**src/dar_pkg.sv**
```systemverilog
// shared constants, types and helpers for the phase-aligned link ends
`default_nettype none

package dar_pkg;

  // ----------------------------------------------------------------
  // phases and timing
  // ----------------------------------------------------------------
  localparam int           PHASES        = 8;
  localparam int           PH_W          = 3;
  localparam logic [2:0]   PHASE_FIRST   = 3'h0;
  localparam logic [2:0]   PHASE_LAST    = 3'h7;
  localparam logic [2:0]   SEL_OFFSET    = 3'h4;
  localparam int           BIT_PERIOD_PS = 1000;
  localparam int           PHASE_STEP_PS = BIT_PERIOD_PS / PHASES;

  // ----------------------------------------------------------------
  // synchronizer fifo
  // ----------------------------------------------------------------
  localparam int           FIFO_DEPTH    = 4;
  localparam int           PTR_W         = 2;
  localparam logic [1:0]   WP_RESET      = 2'h2;
  localparam logic [1:0]   RP_RESET      = 2'h0;

  // ----------------------------------------------------------------
  // training
  // ----------------------------------------------------------------
  localparam int           TRAIN_REPS    = 256;
  localparam int           REP_W         = 9;
  localparam logic [4:0]   RUN_LEN       = 5'h0a;
  localparam logic [4:0]   RUN_PERIOD    = 5'h14;
  localparam logic [4:0]   BYTE_PERIOD   = 5'h08;
  localparam logic [4:0]   QUAD_LEN      = 5'h04;
  localparam logic [4:0]   SPARSE_B      = 5'h03;

  typedef enum logic [2:0]
  {
    DAR_PAT_RUN10  = 3'h0,
    DAR_PAT_QUAD   = 3'h1,
    DAR_PAT_SPARSE = 3'h3,
    DAR_PAT_ALT10  = 3'h2,
    DAR_PAT_ALT01  = 3'h6
  } dar_pattern_e;

  typedef enum logic [1:0]
  {
    DAR_TX_TRAIN   = 2'b00,
    DAR_TX_PAYLOAD = 2'b01
  } dar_tx_state_e;

  function automatic logic [4:0] dar_pat_len(input dar_pattern_e m);
    dar_pat_len = (m == DAR_PAT_RUN10) ? RUN_PERIOD : BYTE_PERIOD;
  endfunction

  function automatic logic dar_pat_bit(input dar_pattern_e m, input logic [4:0] p);
    case (m)
      DAR_PAT_RUN10:  dar_pat_bit = (p >= RUN_LEN);
      DAR_PAT_QUAD:   dar_pat_bit = (p >= QUAD_LEN);
      DAR_PAT_SPARSE: dar_pat_bit = (p == 5'h00) || (p == SPARSE_B);
      DAR_PAT_ALT10:  dar_pat_bit = ~p[0];
      DAR_PAT_ALT01:  dar_pat_bit = p[0];
      default:        dar_pat_bit = ~p[0];
    endcase
  endfunction

endpackage

`default_nettype wire

```
**src/dar_link.sv**
```systemverilog
// link between the forwarding transmitter and the phase-aligning receiver
`timescale 1ns/100ps
`default_nettype none

interface dar_link #(parameter int NCH = 2) ();
  logic           fwd_clk;
  logic [NCH-1:0] ser_data;

  modport tx
  (
    output fwd_clk,
    output ser_data
  );

  modport rx
  (
    input  fwd_clk,
    input  ser_data
  );
endinterface

`default_nettype wire

```
**src/dar_receiver.sv**
```systemverilog
// device end: phase-aligning receiver channels with per-channel synchronizer fifo
//
// Function
// - eight equally spaced clock phases per bit
// - capture on phase nearest data eye
// - each channel picks its own phase
// - phase step is one eighth bit
// - forwarded clock times W gives bit rate
// - forwarded clock sampled through the pin synchronizers like data, never used as a clock
// - measure and correct phase at the end of every bit that holds a data edge
// - alignment automatic, continuous, no user choice
// - retimed data and phase feed deserializer
// - run-of-ten training repeated 256 times
// - alternative lock pattern 00001111 or 10010000
// - general lock pattern 10101010 or 01010101
// - each channel has own global-clock synchronizer
// - synchronizer fifo four deep, J wide
// - written on parallel clock, read global
// - parallel and global clocks equal frequency
// - fifo free running, no flags or enables
// - deserialization factor limited to 8 or 10
`timescale 1ns/100ps
`default_nettype none

module dar_receiver
  import dar_pkg::*;
#(
  parameter  int NCH = 2,
  parameter  int W   = 10,
  parameter  int J   = 10,
  localparam int JW  = (J == 8) ? 8 : 10,
  localparam int FP  = W * PHASES,
  localparam int FW  = $clog2(FP + 1),
  localparam int GP  = JW * PHASES,
  localparam int GW  = $clog2(GP + 1)
)
(
  input  wire logic                     clock,
  input  wire logic                     rstn,
  dar_link.rx                           link,
  output var  logic [NCH-1:0][JW-1:0]   rx_word,
  output var  logic                     rx_word_valid,
  output var  logic [NCH-1:0][PH_W-1:0] rx_phase,
  output var  logic [NCH-1:0]           rx_locked
);

  // ----------------------------------------------------------------
  // pin synchronizers
  // ----------------------------------------------------------------
  logic                         fclk_s1;
  logic                         fclk_s2;
  logic                         fclk_q;
  logic [NCH-1:0]               dat_s1;
  logic [NCH-1:0]               dat_s2;
  logic [NCH-1:0]               dat_q;

  always_ff @(posedge clock or negedge rstn)
  begin
    if (!rstn)
    begin
      // forwarded clock idles high in reset; a low start would fake a rise
      fclk_s1 <= 1'b1;
      fclk_s2 <= 1'b1;
      fclk_q  <= 1'b1;
      dat_s1  <= '0;
      dat_s2  <= '0;
      dat_q   <= '0;
    end
    else
    begin
      fclk_s1 <= link.fwd_clk;
      fclk_s2 <= fclk_s1;
      fclk_q  <= fclk_s2;
      dat_s1  <= link.ser_data;
      dat_s2  <= dat_s1;
      dat_q   <= dat_s2;
    end
  end

  // ----------------------------------------------------------------
  // phase generator locked to the forwarded clock
  // ----------------------------------------------------------------
  logic [FW-1:0]                cyc;
  logic [FW-1:0]                next_cyc;
  logic [PH_W-1:0]              phase;

  // each system cycle stands for one of the eight phases of a bit
  assign phase = cyc[PH_W-1:0];

  always_comb
  begin
    // W bits of eight phases fill one forwarded period
    if (fclk_s2 && !fclk_q)
      next_cyc = '0;
    else if (cyc == FW'(FP - 1))
      next_cyc = '0;
    else
      next_cyc = cyc + FW'(1);
  end

  always_ff @(posedge clock or negedge rstn)
  begin
    if (!rstn)
      cyc <= '0;
    else
      cyc <= next_cyc;
  end

  // ----------------------------------------------------------------
  // per-channel phase selector, deserializer and fifo write side
  // ----------------------------------------------------------------
  logic [NCH-1:0]                         seen;
  logic [NCH-1:0]                         next_seen;
  logic [NCH-1:0][PH_W-1:0]               tph;
  logic [NCH-1:0][PH_W-1:0]               next_tph;
  logic [NCH-1:0][PH_W-1:0]               sel;
  logic [NCH-1:0][PH_W-1:0]               next_sel;
  logic [NCH-1:0]                         locked;
  logic [NCH-1:0]                         next_locked;
  logic [NCH-1:0][JW-1:0]                 sh;
  logic [NCH-1:0][JW-1:0]                 next_sh;
  logic [NCH-1:0][3:0]                    bcnt;
  logic [NCH-1:0][3:0]                    next_bcnt;
  logic [NCH-1:0][PTR_W-1:0]              wp;
  logic [NCH-1:0][PTR_W-1:0]              next_wp;
  logic [NCH-1:0][FIFO_DEPTH-1:0][JW-1:0] mem;
  logic [NCH-1:0][FIFO_DEPTH-1:0][JW-1:0] next_mem;
  logic                                   run;
  logic                                   next_run;

  always_comb
  begin
    next_seen   = seen;
    next_tph    = tph;
    next_sel    = sel;
    next_locked = locked;
    next_sh     = sh;
    next_bcnt   = bcnt;
    next_wp     = wp;
    next_mem    = mem;
    next_run    = run;
    for (int c = 0; c < NCH; c++)
    begin
      // bit boundary: move the strobe half a bit from the last edge seen
      if (phase == PHASE_LAST && seen[c])
      begin
        next_sel[c]    = tph[c] + SEL_OFFSET;
        next_locked[c] = 1'b1;
        next_seen[c]   = 1'b0;
      end
      // an edge in the boundary cycle is kept for the next bit
      if (dat_s2[c] != dat_q[c])
      begin
        next_seen[c] = 1'b1;
        next_tph[c]  = phase;
      end
      // a phase step across the strobe may drop or repeat one bit
      if (locked[c] && phase == sel[c])
      begin
        next_sh[c] = {sh[c][JW-2:0], dat_s2[c]};
        if (bcnt[c] == 4'(JW - 1))
        begin
          next_bcnt[c]         = 4'h0;
          next_mem[c][wp[c]]   = next_sh[c];
          next_wp[c]           = wp[c] + 2'h1;
          if (c == 0)
            next_run = 1'b1;
        end
        else
          next_bcnt[c] = bcnt[c] + 4'h1;
      end
    end
  end

  always_ff @(posedge clock or negedge rstn)
  begin
    if (!rstn)
    begin
      seen   <= '0;
      tph    <= '0;
      sel    <= '0;
      locked <= '0;
      sh     <= '0;
      bcnt   <= '0;
      wp     <= {NCH{WP_RESET}};
      mem    <= '0;
      run    <= 1'b0;
    end
    else
    begin
      seen   <= next_seen;
      tph    <= next_tph;
      sel    <= next_sel;
      locked <= next_locked;
      sh     <= next_sh;
      bcnt   <= next_bcnt;
      wp     <= next_wp;
      mem    <= next_mem;
      run    <= next_run;
    end
  end

  // ----------------------------------------------------------------
  // shared global clock enable and fifo read side
  // ----------------------------------------------------------------
  logic [GW-1:0]                gcnt;
  logic [GW-1:0]                next_gcnt;
  logic [PTR_W-1:0]             rp;
  logic [PTR_W-1:0]             next_rp;
  logic [NCH-1:0][JW-1:0]       next_word;
  logic                         next_valid;

  always_comb
  begin
    next_gcnt  = gcnt;
    next_rp    = rp;
    next_word  = rx_word;
    next_valid = 1'b0;
    // same J-bit period as every parallel clock, only the phase differs
    if (run)
    begin
      if (gcnt == GW'(GP - 1))
      begin
        next_gcnt  = '0;
        next_rp    = rp + 2'h1;
        next_valid = 1'b1;
        for (int c = 0; c < NCH; c++)
          next_word[c] = mem[c][rp];
      end
      else
        next_gcnt = gcnt + GW'(1);
    end
  end

  always_ff @(posedge clock or negedge rstn)
  begin
    if (!rstn)
    begin
      gcnt          <= '0;
      rp            <= RP_RESET;
      rx_word       <= '0;
      rx_word_valid <= 1'b0;
      rx_phase      <= '0;
      rx_locked     <= '0;
    end
    else
    begin
      gcnt          <= next_gcnt;
      rp            <= next_rp;
      rx_word       <= next_word;
      rx_word_valid <= next_valid;
      rx_phase      <= sel;
      rx_locked     <= locked;
    end
  end

endmodule

`default_nettype wire

```
**src/flat_wrapper.sv**
```systemverilog
// flat-port wrapper written by rule: the top's interface ports become plain ports
module dar_receiver_flat import dar_pkg::*;
#(
  parameter  int NCH = 2,
  parameter  int W   = 10,
  parameter  int J   = 10,
  localparam int JW  = (J == 8) ? 8 : 10,
  localparam int FP  = W * PHASES,
  localparam int FW  = $clog2(FP + 1),
  localparam int GP  = JW * PHASES,
  localparam int GW  = $clog2(GP + 1)
)
  (clock, rstn, rx_word, rx_word_valid, rx_phase, rx_locked, link_fwd_clk, link_ser_data);
  dar_link #(.NCH(NCH)) link_i ();
  input  wire logic clock;
  input  wire logic rstn;
  output var  logic [NCH-1:0][JW-1:0] rx_word;
  output var  logic rx_word_valid;
  output var  logic [NCH-1:0][PH_W-1:0] rx_phase;
  output var  logic [NCH-1:0] rx_locked;
  input wire logic [$bits(link_i.fwd_clk)-1:0] link_fwd_clk;
  input wire logic [$bits(link_i.ser_data)-1:0] link_ser_data;
  assign link_i.fwd_clk = link_fwd_clk;
  assign link_i.ser_data = link_ser_data;
  dar_receiver #(.NCH(NCH), .W(W), .J(J)) u_core (.clock(clock), .rstn(rstn), .link(link_i), .rx_word(rx_word), .rx_word_valid(rx_word_valid), .rx_phase(rx_phase), .rx_locked(rx_locked));
endmodule
```
**config.mk**
```make
export PLATFORM = sky130hd
export DESIGN_NAME = dar_receiver_flat
export DESIGN_NICKNAME = d
export VERILOG_FILES = /design/src/dar_pkg.sv /design/src/dar_link.sv /design/src/dar_receiver.sv /design/src/flat_wrapper.sv
export SDC_FILE = /design/constraint.sdc
export NUM_CORES = 1
export LEC_CHECK = 0
export ABC_AREA = 0
export BUFFER_PORTS_ARGS = -buffer_cell sky130_fd_sc_hd__buf_2
export CORE_MARGIN = 1.5
export CORE_UTILIZATION = 61
export DETAILED_ROUTE_END_ITERATION = 10
export GPL_TIMING_DRIVEN = 0
export PLACE_DENSITY = 0.77
export SKIP_LAST_GASP = 1
export SLEW_MARGIN = 20
export SYNTH_ARGS = -nofsm -noshare
export SYNTH_HDL_FRONTEND = slang
export SYNTH_SLANG_ARGS = --single-unit
```
**constraint.sdc**
```tcl
create_clock -name clock -period 2.15 [get_ports clock]
set_input_delay 0.215 -clock clock [delete_from_list [all_inputs] [get_ports clock]]
set_output_delay 0.215 -clock clock [all_outputs]
set_load 0.1 [all_outputs]
```
==> results.tsv <==
metric	value	unit
status	finished, final reports clean	
grt_overflow	0	
place_inst	714	
vdd_drop_max	0.00104	V
cp_data_arrival_time	2300	ps
nets	585	
synth_cell_types	37	
tightest_slew	714	ps
syn2layout_area_growth	14.5	%
synthTopCellsByCount	dfrtp_1, mux2_2, nand2_1	
worstSetupEndpointType	register	
grt_max_degree	106	
setup_violations	0	
drt-initial-drc-count	214	
grt_pass1_wl	22100	um
crit_family	simple AND/OR/NAND/NOR gates	
p_leak	0.00426	uW
max_stage_delay	470	ps
syn_nets	528	
rsz0062_at_grt	no	
row_count	40	
criticalPathCategory	reg2reg	
internal-power	6740	uW
slew_headroom	0.524	
antenna_cells	0	
power.switching	3030	uW
r2r_slack	160	ps
gp_congestion	0.722	
die-area	13100	um2
drv_slew	0	
grt_pass1_vias	4311	
hpwl	8110	um
synthCells	512	
power_density	1130	nW/um2
clock.fmax	0.502	GHz
synth-edff-count	0	
dr.pass1.iters	4	
yosys.area.top_type	dfrtp_1	
worst_hold_path_type	in2async	
fillers	783	
cts_root_buf	clkbuf_16	
core_area	12100	um2
drive_gt1_frac	0.380	
yosysTopAreaCellShare	0.581	
post_cts_buffers	0	
synth.most_common_cell	dfrtp_1	
clk_pin_slew_worst_paths	60	ps
netlist_area	7580	um2
ys_ff_latch	181	
port_buffers	33	
die_h	114	um
vias_per_cell	5.49	
cp_slowest_cell	dfrtp_1	
ios	34	
insertion_delay	430	ps
htreeDepth	4	
fin_crit_sh	0.926	
detail-route-antenna-nets	0	
numClockSinks	181	
clock_power_share	0.339	
cts_tree	built	
ys_seq_area_frac	0.599	
fin_skew	7.37	ps
drcViolationCount	0	
synth_ff_type	dfrtp_1	
wire_per_inst	17.4	um
holdWs	322	ps
track_usage	0.225	
synthArstFlopShare	1.00	
pwr-share-comb	0.205	
drv_cap	0	
hold_viol_final	0	
vias	4111	
synthTopCellsByArea	dfrtp_1, mux2_2, mux2_4, mux4_2, nand2_1	
setup.worst_path.start_class	register	
avgSynthCellArea	14.8	um2
start_util	0.628	
die_w	114	um
antenna_found_initial	0	
ys_warn_count	0	
worstPathRequired	2460	ps
routed_wl	13000	um
cts_made_buffers	17	
min_period	1990	ps
swShare	0.310	
ctsLongestPathBuffers	2	
crit_buf_inv	1	
p_seq_frac	0.456	
instances_no_fill	749	
worstPathCellList	xnor2_1, and4_1, buf_2, nand3_2, mux2_2	
critPathMaxFanout	10	
## layout make-up
cell class              count  area [um2]  area share
flip-flops and latches    181        4540       0.523
multi-input cells         306        2910       0.336
well taps                 168         210      0.0242
repair buffers             38         243      0.0280
plain buffers              15         106      0.0123
clock inverters            10         179      0.0206
clock buffers              21         450      0.0519
inverters                  10        37.5     0.00433
## path summary, 6_finish.rpt
kind	start	to	depth (start not counted)
worst max-delay path	u_core.cyc[2]$_DFF_PN0_	u_core.mem[66]$_DFFE_PN0P_	5
worst min-delay path	rstn	u_core.mem[16]$_DFFE_PN0P_	2
worst max register to register	u_core.cyc[2]$_DFF_PN0_	u_core.mem[66]$_DFFE_PN0P_	5
worst min register to register	u_core.dat_s1[0]$_DFF_PN0_	u_core.dat_s2[0]$_DFF_PN0_	0
max in group asynchronous	rstn	u_core.wp[3]$_DFFE_PN1P_	3
min in group clock	u_core.dat_s1[0]$_DFF_PN0_	u_core.dat_s2[0]$_DFF_PN0_	0
## flip-flops by register name (all words and copies together), names as in the netlist, 4 cells and up
name,flops
u_core.wp,4
u_core.sh,18
u_core.bcnt,8
u_core.tph,6
u_core.rx_word,20
u_core.rx_phase,6
u_core.cyc,7
u_core.sel,6
u_core.mem,80
u_core.gcnt,7
## cell families (layout without fill, tap and decap cells)
family | count (synthesis) | count (layout) | synth area share
buffers and inverters | 25 | 94 | 0.0190
AOI/OAI and AO/OA | 18 | 18 | 0.0140
xor gates and xnor gates | 22 | 22 | 0.0254
adders and majority gates | 11 | 11 | 0.0182
and+or+nand+nor | 120 | 120 | 0.0796
DFF | 181 | 181 | 0.599
muxes | 135 | 135 | 0.245
## power groups by stage
stage                     Sequential, uW  Clock [uW]  Combinational [uW]
after floorplan                     4870           0                1100
after global placement              4460           0                1910
after detailed placement            4500           0                1980
after CTS                           4460        3370                2000
after global routing                4550        3510                2190
final                               4460        3310                2000
## placed cells by master (no fill, tap or decap), drive strengths merged, types with 2 or more instances in the layout
cell type	count
nand2b	6
mux4	20
nand2	68
and3	5
buf	44
dlygate4sd3	4
o21ai	12
dfrtp	176
nor2	10
ha	11
clkbuf	26
xnor2	17
and4	2
nor2b	7
xor2	5
nor3	2
inv	10
dfstp	5
nand4	4
nand3	11
mux2	114
clkinv	5
nor3b	2
bufinv	5
## metrics by stage
| step | cell area (um2) | setup WS [ps] | util | power, uW | setup TNS [ps] |
|---|---|---|---|---|---|
| 2_1_floorplan | 7580 | 384 | - | 5960 | 0 |
| 5_1_grt | 8670 | 5.25 | 0.719 | 10200 | 0 |
| 3_5_place_dp | 7990 | 87.4 | 0.662 | 6480 | 0 |
| 3_3_place_gp | 7950 | -1740 | 0.659 | 6370 | -308830 |
| 4_1_cts | 8660 | 73.8 | 0.718 | 9830 | 0 |
| 6_report | 8670 | 160 | 0.719 | 9770 | 0 |
## timing repair
item | in CTS | in global routing
endpoints found under the hold margin | 75 | 0
setup endpoints to repair | 0 | 11
gates resized for setup | 0 | 2
hold buffers | 4 | 0
## layer usage
layer | GRT usage | routed length, um
met1 | 0.306 | 6070
met2 | 0.360 | 6430
met3 | 0.0577 | 334
met4 | 0.0708 | 169
met5 | 0 | 0
Note: power is estimated with default switching activity, not from simulation.
